$ cat config.mk
export PLATFORM = sky130hd
export DESIGN_NAME = tssic_ctrl
export DESIGN_NICKNAME = d
export VERILOG_FILES = /design/src/common/tssic_pkg.sv /design/src/rtl/tssic_ctrl.sv
export SDC_FILE = /design/constraint.sdc
export NUM_CORES = 2
export LEC_CHECK = 0
export BUFFER_PORTS_ARGS = -buffer_cell sky130_fd_sc_hd__buf_4
export CAP_MARGIN = 20
export CORE_AREA = 8 8 296 298
export CTS_CLUSTER_DIAMETER = 50
export DETAILED_ROUTE_END_ITERATION = 7
export DIE_AREA = 0 0 304 306
export PLACE_DENSITY = 0.82
export SLEW_MARGIN = 20
export SYNTH_ARGS = -nofsm -noshare
export SYNTH_HDL_FRONTEND = slang
export SYNTH_SLANG_ARGS = --single-unit
$ cat constraint.sdc
create_clock -name pclk -period 2.5 [get_ports pclk]
set_input_delay 0.75 -clock pclk [delete_from_list [all_inputs] [get_ports pclk]]
set_output_delay 0.75 -clock pclk [all_outputs]
set_load 0.01 [all_outputs]
$ cat src/common/tssic_pkg.sv
package tssic_pkg;
  localparam int unsigned PCLK_HZ        = 200_000_000;
  localparam int unsigned HOLD_US        = 1000; // least closure: 1ms
  localparam int unsigned HOLD_CYC       = (PCLK_HZ / 1_000_000) * HOLD_US;
  localparam int unsigned CNT_W          = 32;
  localparam int unsigned NFUNC          = 8;
  localparam int unsigned FUNC_W         = 3;
  localparam int unsigned NOUT           = 5;
  // register byte offsets
  localparam logic [7:0] OFS_CTRL        = 8'h00;
  localparam logic [7:0] OFS_PINSEL      = 8'h04;
  localparam logic [7:0] OFS_CMD         = 8'h08;
  localparam logic [7:0] OFS_STATUS      = 8'h0c;
  localparam logic [7:0] OFS_PASS        = 8'h10;
  localparam logic [7:0] OFS_FAIL        = 8'h14;
  localparam logic [7:0] OFS_TOTAL       = 8'h18;
  localparam logic [7:0] OFS_FSEL        = 8'h1c;
  localparam logic [7:0] OFS_FPASS       = 8'h20;
  localparam logic [7:0] OFS_FFAIL       = 8'h24;
  // ctrl fields
  localparam int unsigned CTRL_SRC_LSB   = 0;  // 2 bits
  localparam int unsigned CTRL_ILK_BIT   = 2;
  localparam int unsigned CTRL_TSTEP_BIT = 3;
  localparam int unsigned CTRL_PFSTEP_BIT= 4;
  localparam logic [4:0]  CTRL_RST       = 5'h00;
  // cmd fields (write one to act)
  localparam int unsigned CMD_START_BIT  = 0;
  localparam int unsigned CMD_STOP_BIT   = 1;
  localparam int unsigned CMD_CLR_BIT    = 2;
  localparam int unsigned CMD_ILKCLR_BIT = 3;
  // pinsel: 3 bits per output pin
  localparam int unsigned PSEL_W         = 3;
  localparam logic [14:0] PINSEL_RST     = 15'h4688; // pins 1..5: 0..4
  typedef enum logic [1:0] {
    SRC_PANEL  = 2'h0,
    SRC_REMOTE = 2'h1,
    SRC_SIGIO  = 2'h2
  } tssic_src_t;
  typedef enum logic [2:0] {
    OUT_READY = 3'h0, OUT_TEST = 3'h1, OUT_PASS = 3'h2,
    OUT_FAIL  = 3'h3, OUT_FAILH = 3'h4, OUT_FAILL = 3'h5
  } tssic_omode_t;
  typedef enum logic [2:0] {
    ST_STOP  = 3'b001,
    ST_READY = 3'b010,
    ST_RUN   = 3'b100
  } tssic_state_t;
endpackage : tssic_pkg

$ cat src/rtl/tssic_ctrl.sv
// Behaviour
// - handheld start ignored unless control source is the remote option.
// - handheld start/stop act like panel start/stop buttons, but only with remote source selected.
// - remote source selected: only handheld may start, panel start rejected.
// - panel stop always stops a running test, any source.
// - panel source selected gives start/stop back to the panel.
// - port start/stop inputs act only when signal-port source selected.
// - port stop held 1ms puts device into ready state.
// - port start held 1ms begins a test from ready.
// - port stop during a running test ends the test.
// - interlock on: start refused unless both loop pins are closed.
// - interlock off: loop pins ignored for start decision.
// - five status outputs report the test state.
// - pass, fail, total counts plus per-function pass and fail counts.
// - statistics clear zeroes all counters; counting resumes from zero.
// - blocked start with open loop raises interlock-open flag.
// - each status output selects ready, test, pass, fail, fail-hi, fail-lo.
// - test output held over all steps or pulsed per step.
// - pass/fail outputs report at final step or after each step.
//
// The implementer's own choices: the APB slave port and the register addresses.
`timescale 1ns/1ps
`default_nettype none
module tssic_ctrl #(
  parameter int unsigned HOLD = tssic_pkg::HOLD_CYC
) (
  input  wire logic                        pclk,
  input  wire logic                        presetn,
  input  wire logic                        psel,
  input  wire logic                        penable,
  input  wire logic                        pwrite,
  input  wire logic [7:0]                  paddr,
  input  wire logic [31:0]                 pwdata,
  output logic      [31:0]                 prdata,
  output logic                             pready,
  output logic                             pslverr,
  input  wire logic                        handheld_go_line,
  input  wire logic                        handheld_halt_line,
  input  wire logic                        port_start_line,
  input  wire logic                        port_stop_line,
  input  wire logic                        safety_loop_a,
  input  wire logic                        safety_loop_b,
  input  wire logic                        step_done,
  input  wire logic                        test_done,
  input  wire logic                        verdict_pass,
  input  wire logic                        verdict_fail_hi,
  input  wire logic                        verdict_fail_lo,
  input  wire logic [tssic_pkg::FUNC_W-1:0] test_func,
  output logic                             test_begin,
  output logic                             test_abort,
  output logic      [tssic_pkg::NOUT-1:0]  status_out
);
  import tssic_pkg::*;

  localparam int unsigned NIN = 5;
  localparam int unsigned DW  = $clog2(HOLD + 1);

  logic [4:0]          ctrl_r;
  logic [14:0]         pinsel_r;
  logic [FUNC_W-1:0]   fsel_r;
  logic                ilk_open_r;
  tssic_state_t        state_r;
  logic [CNT_W-1:0]    pass_cnt_r, fail_cnt_r, total_cnt_r;
  logic [CNT_W-1:0]    fpass_r [NFUNC];
  logic [CNT_W-1:0]    ffail_r [NFUNC];
  logic                v_pass_r, v_fail_r, v_fh_r, v_fl_r;
  logic                step_gap_r;
  logic [31:0]         prdata_r;
  logic                pslverr_r;

  // contact inputs: sync, debounce, rising edge -> request
  logic [NIN-1:0] raw, meta_r, sync_r, deb_r, deb_d_r, req;
  assign raw = {safety_loop_a & safety_loop_b, port_stop_line,
                port_start_line, handheld_halt_line, handheld_go_line};

  genvar gi;
  generate
    for (gi = 0; gi < NIN; gi++) begin : g_in
      logic [DW-1:0] cnt_r;
      always_ff @(posedge pclk or negedge presetn) begin
        if (!presetn) begin
          meta_r[gi] <= 1'b0;
          sync_r[gi] <= 1'b0;
        end else begin
          meta_r[gi] <= raw[gi];
          sync_r[gi] <= meta_r[gi];
        end
      end
      always_ff @(posedge pclk or negedge presetn) begin
        if (!presetn) begin
          cnt_r      <= '0;
          deb_r[gi]  <= 1'b0;
          deb_d_r[gi] <= 1'b0;
        end else begin
          deb_d_r[gi] <= deb_r[gi];
          if (sync_r[gi] == deb_r[gi]) begin
            cnt_r <= '0;
          end else if (cnt_r == DW'(HOLD - 1)) begin
            cnt_r     <= '0;
            deb_r[gi] <= sync_r[gi];
          end else begin
            cnt_r <= cnt_r + 1'b1;
          end
        end
      end
      assign req[gi] = deb_r[gi] & ~deb_d_r[gi];
    end
  endgenerate

  // apb decode
  logic wr_en, rd_set, hit;
  assign wr_en  = psel & penable & pwrite;
  assign rd_set = psel & ~penable;
  assign pready = 1'b1;
  assign hit = (paddr == OFS_CTRL)  || (paddr == OFS_PINSEL) ||
               (paddr == OFS_CMD)   || (paddr == OFS_STATUS) ||
               (paddr == OFS_PASS)  || (paddr == OFS_FAIL)   ||
               (paddr == OFS_TOTAL) || (paddr == OFS_FSEL)   ||
               (paddr == OFS_FPASS) || (paddr == OFS_FFAIL);

  logic cmd_wr, sw_start, sw_stop, stat_clr, ilk_clr;
  assign cmd_wr   = wr_en & (paddr == OFS_CMD);
  assign sw_start = cmd_wr & pwdata[CMD_START_BIT];
  assign sw_stop  = cmd_wr & pwdata[CMD_STOP_BIT];
  assign stat_clr = cmd_wr & pwdata[CMD_CLR_BIT];
  assign ilk_clr  = cmd_wr & pwdata[CMD_ILKCLR_BIT];

  always_ff @(posedge pclk or negedge presetn) begin
    if (!presetn) begin
      ctrl_r   <= CTRL_RST;
      pinsel_r <= PINSEL_RST;
      fsel_r   <= '0;
    end else if (wr_en) begin
      if (paddr == OFS_CTRL) begin
        ctrl_r <= pwdata[4:0];
      end else if (paddr == OFS_PINSEL) begin
        pinsel_r <= pwdata[14:0];
      end else if (paddr == OFS_FSEL) begin
        fsel_r <= pwdata[FUNC_W-1:0];
      end
    end
  end

  // start/stop arbitration
  tssic_src_t src;
  logic ilk_on, start_any, stop_any, loop_ok, start_ok;
  assign src    = tssic_src_t'(ctrl_r[CTRL_SRC_LSB +: 2]);
  assign ilk_on = ctrl_r[CTRL_ILK_BIT];
  // panel start only with panel source; handheld acts as panel keys
  assign start_any = ((src == SRC_PANEL)  & sw_start) |
                     ((src == SRC_REMOTE) & req[0]) |
                     ((src == SRC_SIGIO)  & req[2]);
  assign stop_any  = sw_stop |
                     ((src == SRC_REMOTE) & req[1]) |
                     ((src == SRC_SIGIO)  & req[3]);
  assign loop_ok  = ~ilk_on | deb_r[4];
  assign start_ok = start_any & ~stop_any & loop_ok;

  always_ff @(posedge pclk or negedge presetn) begin
    if (!presetn) begin
      state_r    <= ST_STOP;
      test_begin <= 1'b0;
      test_abort <= 1'b0;
    end else begin
      test_begin <= 1'b0;
      test_abort <= 1'b0;
      case (state_r)
        ST_STOP: begin
          if (stop_any) begin
            state_r <= ST_READY;
          end
        end
        ST_READY: begin
          if (start_ok) begin
            state_r    <= ST_RUN;
            test_begin <= 1'b1;
          end
        end
        ST_RUN: begin
          if (stop_any) begin
            state_r    <= ST_READY;
            test_abort <= 1'b1;
          end else if (test_done) begin
            state_r <= ST_READY;
          end
        end
        default: state_r <= ST_STOP;
      endcase
    end
  end

  // sticky interlock-open flag, set wins over clear
  always_ff @(posedge pclk or negedge presetn) begin
    if (!presetn) begin
      ilk_open_r <= 1'b0;
    end else if (state_r == ST_READY && start_any && !stop_any &&
                 !loop_ok) begin
      ilk_open_r <= 1'b1;
    end else if (ilk_clr) begin
      ilk_open_r <= 1'b0;
    end
  end

  // verdict latches and test-pin step gap
  logic verdict_ev;
  assign verdict_ev = test_done |
                      (step_done & ctrl_r[CTRL_PFSTEP_BIT]);
  always_ff @(posedge pclk or negedge presetn) begin
    if (!presetn) begin
      v_pass_r   <= 1'b0;
      v_fail_r   <= 1'b0;
      v_fh_r     <= 1'b0;
      v_fl_r     <= 1'b0;
      step_gap_r <= 1'b0;
    end else begin
      step_gap_r <= step_done & ctrl_r[CTRL_TSTEP_BIT];
      if (state_r == ST_READY && start_ok) begin
        v_pass_r <= 1'b0;
        v_fail_r <= 1'b0;
        v_fh_r   <= 1'b0;
        v_fl_r   <= 1'b0;
      end else if (state_r == ST_RUN && verdict_ev) begin
        v_pass_r <= verdict_pass;
        v_fail_r <= ~verdict_pass;
        v_fh_r   <= ~verdict_pass & verdict_fail_hi;
        v_fl_r   <= ~verdict_pass & verdict_fail_lo;
      end
    end
  end

  // status pins, each picks its meaning
  // codes 6 and 7 land on the two zero bits on top
  logic [7:0] meaning;
  assign meaning = {2'b00, v_fl_r, v_fh_r, v_fail_r, v_pass_r,
                    (state_r == ST_RUN) & ~step_gap_r,
                    state_r == ST_READY};
  generate
    for (gi = 0; gi < NOUT; gi++) begin : g_out
      logic [PSEL_W-1:0] sel;
      assign sel = pinsel_r[gi*PSEL_W +: PSEL_W];
      always_ff @(posedge pclk or negedge presetn) begin
        if (!presetn) begin
          status_out[gi] <= 1'b0;
        end else begin
          status_out[gi] <= meaning[sel];
        end
      end
    end
  endgenerate

  // statistics
  logic count_ev;
  assign count_ev = (state_r == ST_RUN) & test_done & ~stop_any;
  always_ff @(posedge pclk or negedge presetn) begin
    if (!presetn) begin
      pass_cnt_r  <= '0;
      fail_cnt_r  <= '0;
      total_cnt_r <= '0;
    end else if (stat_clr) begin
      pass_cnt_r  <= '0;
      fail_cnt_r  <= '0;
      total_cnt_r <= '0;
    end else if (count_ev) begin
      total_cnt_r <= total_cnt_r + 1'b1;
      if (verdict_pass) begin
        pass_cnt_r <= pass_cnt_r + 1'b1;
      end else begin
        fail_cnt_r <= fail_cnt_r + 1'b1;
      end
    end
  end

  generate
    for (gi = 0; gi < NFUNC; gi++) begin : g_fn
      always_ff @(posedge pclk or negedge presetn) begin
        if (!presetn) begin
          fpass_r[gi] <= '0;
          ffail_r[gi] <= '0;
        end else if (stat_clr) begin
          fpass_r[gi] <= '0;
          ffail_r[gi] <= '0;
        end else if (count_ev && test_func == FUNC_W'(gi)) begin
          if (verdict_pass) begin
            fpass_r[gi] <= fpass_r[gi] + 1'b1;
          end else begin
            ffail_r[gi] <= ffail_r[gi] + 1'b1;
          end
        end
      end
    end
  endgenerate

  // read data captured in the setup cycle
  always_ff @(posedge pclk or negedge presetn) begin
    if (!presetn) begin
      prdata_r  <= '0;
      pslverr_r <= 1'b0;
    end else if (rd_set) begin
      pslverr_r <= ~hit;
      if (pwrite) begin
        prdata_r <= '0;
      end else if (paddr == OFS_CTRL) begin
        prdata_r <= {27'h0, ctrl_r};
      end else if (paddr == OFS_PINSEL) begin
        prdata_r <= {17'h0, pinsel_r};
      end else if (paddr == OFS_STATUS) begin
        prdata_r <= {26'h0, deb_r[4], ilk_open_r, 1'b0, state_r};
      end else if (paddr == OFS_PASS) begin
        prdata_r <= pass_cnt_r;
      end else if (paddr == OFS_FAIL) begin
        prdata_r <= fail_cnt_r;
      end else if (paddr == OFS_TOTAL) begin
        prdata_r <= total_cnt_r;
      end else if (paddr == OFS_FSEL) begin
        prdata_r <= {{(32-FUNC_W){1'b0}}, fsel_r};
      end else if (paddr == OFS_FPASS) begin
        prdata_r <= fpass_r[fsel_r];
      end else if (paddr == OFS_FFAIL) begin
        prdata_r <= ffail_r[fsel_r];
      end else begin
        prdata_r <= '0;
      end
    end
  end
  assign prdata  = prdata_r;
  assign pslverr = pslverr_r & psel & penable;
endmodule : tssic_ctrl
`default_nettype wire

==> out/results.tsv <==
stage	metric	value	unit
status	status	complete, but fails checks	
status	violations	negative setup slack	
sta	rsz0062_at_grt	true	
clock_tree	root_buffer	clkbuf_16	
global_routing	antenna_found_initial	7	
synth	synth_nets	5076	
sta	finalSetupTns	-0.349	ns
clock_tree	cts_tree	yes	
place	gp_congestion	1.01	
clock_tree	cts_buffers	100	
sta	fmax	389	MHz
synth	seq_area_frac_synth	41.6	%
worst_setup_path	worstReg2RegStart	fsel_r[0]	
die	initial_utilization	57.3	%
worst_setup_path	worstPathArrival	3.13	ns
power_and_ir_drop	peakVddDrop	0.000626	V
synth	yosysUniqueCellTypes	85	
clock_tree	path_clk_slew	0.06	ns
sta	finalWorstSetupSlack	-0.0721	ns
drt	drc	0	
worst_setup_path	path_max_fanout	9	
clock_tree	insertion_delay	0.69	ns
hold_path	hold_path_end	meta_r[3]	
clock_tree	clock_path_buffers	3	
worst_setup_path	end_kind	flip-flop	
synth	synth_flop_cell	dfrtp_1	
worst_setup_path	crit_required	3.06	ns
clock_tree	htreeDepth	3	
power_and_ir_drop	p_leak	23.3	nW
clock_tree	clkSinkCount	789	
worst_setup_path	r2r_slack	-0.07	ns
hold_path	hold-path-cell-count	1	
sta	min_period	2.57	ns
die	row_count	106	
final_layout	drive_gt1_share	25.9	%
final_layout	final_util	71.5	%
drt	ant_nets	0	
drt	viasPerCell	6.96	
sta	hold_violations	0	
global_routing	grt_pass1_vias	44549	
die	die_area	93000	um2
hold_path	hold_class	in2reg	
place	port_buffers	81	
final_layout	nNetsFinal	5558	
sta	max_slew.worst_pin.slew	1.05	ns
synth	yosysWarnings	0	
synth	netlist_area	47500	um2
worst_setup_path	r2r-end	prdata[24]	
drt	wire_per_inst	24.5	um
place	hpwl	115	mm
drt	drt_first_pass_iters	6	
worst_setup_path	worstRegToRegCells	9	
sta	finalSetupViolations	18	
global_routing	grtUsageTotal	33.2	%
global_routing	overflow	0	
worst_setup_path	path_class	reg2reg	
die	die_h	306	um
die	pin_count	100	
sta	slew_violations	0	
synth	ys_seq_elements	789	
sta	fin_skew	0.0370	ns
power_and_ir_drop	cellPowerDensity	488	nW/um2
worst_setup_path	startpoint_type	flip-flop	
final_layout	syn_to_final_growth	24.9	%
sta	slew_headroom	29.6	%
synth	synth_enable_flop_cells	0	
synth	syn_area_per_cell	9.50	um2
sta	post-route-period-util	103	%
synth	ys_async_sr_fraction	100	%
global_routing	grt_max_degree	95	
hold_path	holdCritStartpoint	port_stop_line	
drt	drt_iter0_drc	5476	
drt	routed_wl	163	mm
die	core	82900	um2
global_routing	grt_pass1_wl	250	mm
synth	synth_cells	4993	
drt	num_vias	46242	
flow_run	drv_cap	0	
die	die_x	304	um
-- worst max-delay path, cell delays in order, from the launching register on --
cell and delay, ns:
dfrtp_4 0.56, buf_12 0.18, buf_16 0.15, buf_12 0.13, buf_16 0.14, mux4_2 0.44
mux2i_1 0.23, buf_4 0.18, o221ai_1 0.15, a32o_1 0.30
-- through the flow --
stage               std cells  power [W]  setup WS (ns)  hold slack, ns  instance area, um2
detailed placement       6401     0.0140         -0.601           0.336               54600
global route             6639     0.0296        -0.0640           0.154               59300
CTS                      6600     0.0290        -0.0292           0.146               58400
floorplan                4993     0.0134         -0.332           0.331               49200
finish                   6645     0.0290        -0.0721           0.165               59300
global placement         6401     0.0140         -0.549           0.335               54600
-- cells in the mapped netlist (10+ instances only) --
cell type  instances  area (um2)
ha_1              24         300
clkbuf_1         201         754
nor2_1           300        1130
a211oi_2          28         350
o21ai_0          160         801
xnor2_1          106         928
xor2_1            76         666
nand4_1          224        1400
or2_2             22         138
inv_1            109         409
o31ai_1          144        1080
a21oi_1          343        1720
or4_1            247        1850
o211ai_1          93         698
nand3_1          305        1530
nand2_1          510        1910
nor4_1            65         407
buf_2             83         415
mux2i_1          184        1840
dfrtp_1          783       19600
and3_1            76         475
a22oi_1           10        75.1
and2_1            34         213
o221ai_1          20         175
a2111oi_2         26         390
nand2b_1         113         707
mux4_2           133        3000
o21a_1            10        75.1
buf_1             46         173
and4_1            60         526
nor2b_1           12        75.1
a2111oi_1         30         300
nor3_1            58         290
a32o_1            18         180
mux2_2            44         495
or3_1            132         826
a211oi_1          18         135
-- sequential cells by signal, indices dropped and copies added, names as in the netlist, 3 cells and up --
name,flops
deb_r,5
fpass_r,256
ffail_r,256
state_r,3
fail_cnt_r,32
deb_d_r,4
g_in.cnt_r,90
meta_r,5
pass_cnt_r,32
status_out,5
total_cnt_r,32
prdata,32
ctrl_r,5
pinsel_r,15
fsel_r,3
sync_r,5
-- logic make-up (layout without fill, tap and decap cells) --
logic type,count (synthesis),after routing,synth area share [%]
simple gates,2208,2208,25.2
compound gates,978,978,14.0
buf+inv,450,1016,3.88
flops,789,789,41.6
mux,361,361,11.2
fa+ha+maj,24,24,0.633
xor+xnor,182,182,3.36
other cells,1,7,0.00790
-- how the worst max path moves through the flow --
stage,slack (ns),from,endpoint
2_1_floorplan,-0.33,paddr[5],ffail_r[61]
3_3_place_gp,-0.55,paddr[5],fpass_r[95]
3_5_place_dp,-0.60,paddr[5],fpass_r[191]
4_1_cts,-0.03,fsel_r[0],prdata[0]
5_1_grt,-0.06,fsel_r[0],prdata[24]
6_report,-0.07,fsel_r[0],prdata[24]
-- timing repair --
action,4_1_cts,5_1_grt
hold endpoints to repair,21,0
resized for setup,28,87
buffers inserted,10,29
cloned,2,10
hold buffers,1,0
endpoints found under the setup margin,71,92
pin swaps,5,33
-- power by group --
group          switching, W  total (W)  internal [W]
sequential        0.0000529     0.0129        0.0128
combinational      0.000605   0.000950      0.000345
clock               0.00619     0.0151       0.00894
-- layer usage --
metal	global-route usage, %	part of all wire (%)	vias up	wire length [um]
li1	-	-	19980	-
met1	42.4	36	22764	59500
met2	52.5	46	2830	75100
met3	7.62	11	662	18000
met4	18.3	6.4	6	10400
met5	0	0.026	-	43
-- final cells by class --
type | instances | area [um2]
sequential | 789 | 19800
antenna | 6 | 15.0
inverter | 109 | 409
clock inverter | 60 | 724
multi-input combinational | 3754 | 27400
tap | 1080 | 1350
clock buffer | 126 | 2750
fill | 5512 | 23600
timing repair buffer | 721 | 6840
-- placed cells by master, fill, tap and decap left out, types with 154 or more instances in the layout --
cell type	n
dfrtp_1	780
buf_4	596
nand2_1	509
nand3_1	300
nor2_1	297
or4_1	232
nand4_1	224
a21oi_1	191
mux2i_1	177
o21ai_0	154
Note: power is estimated with default switching activity, not from simulation.
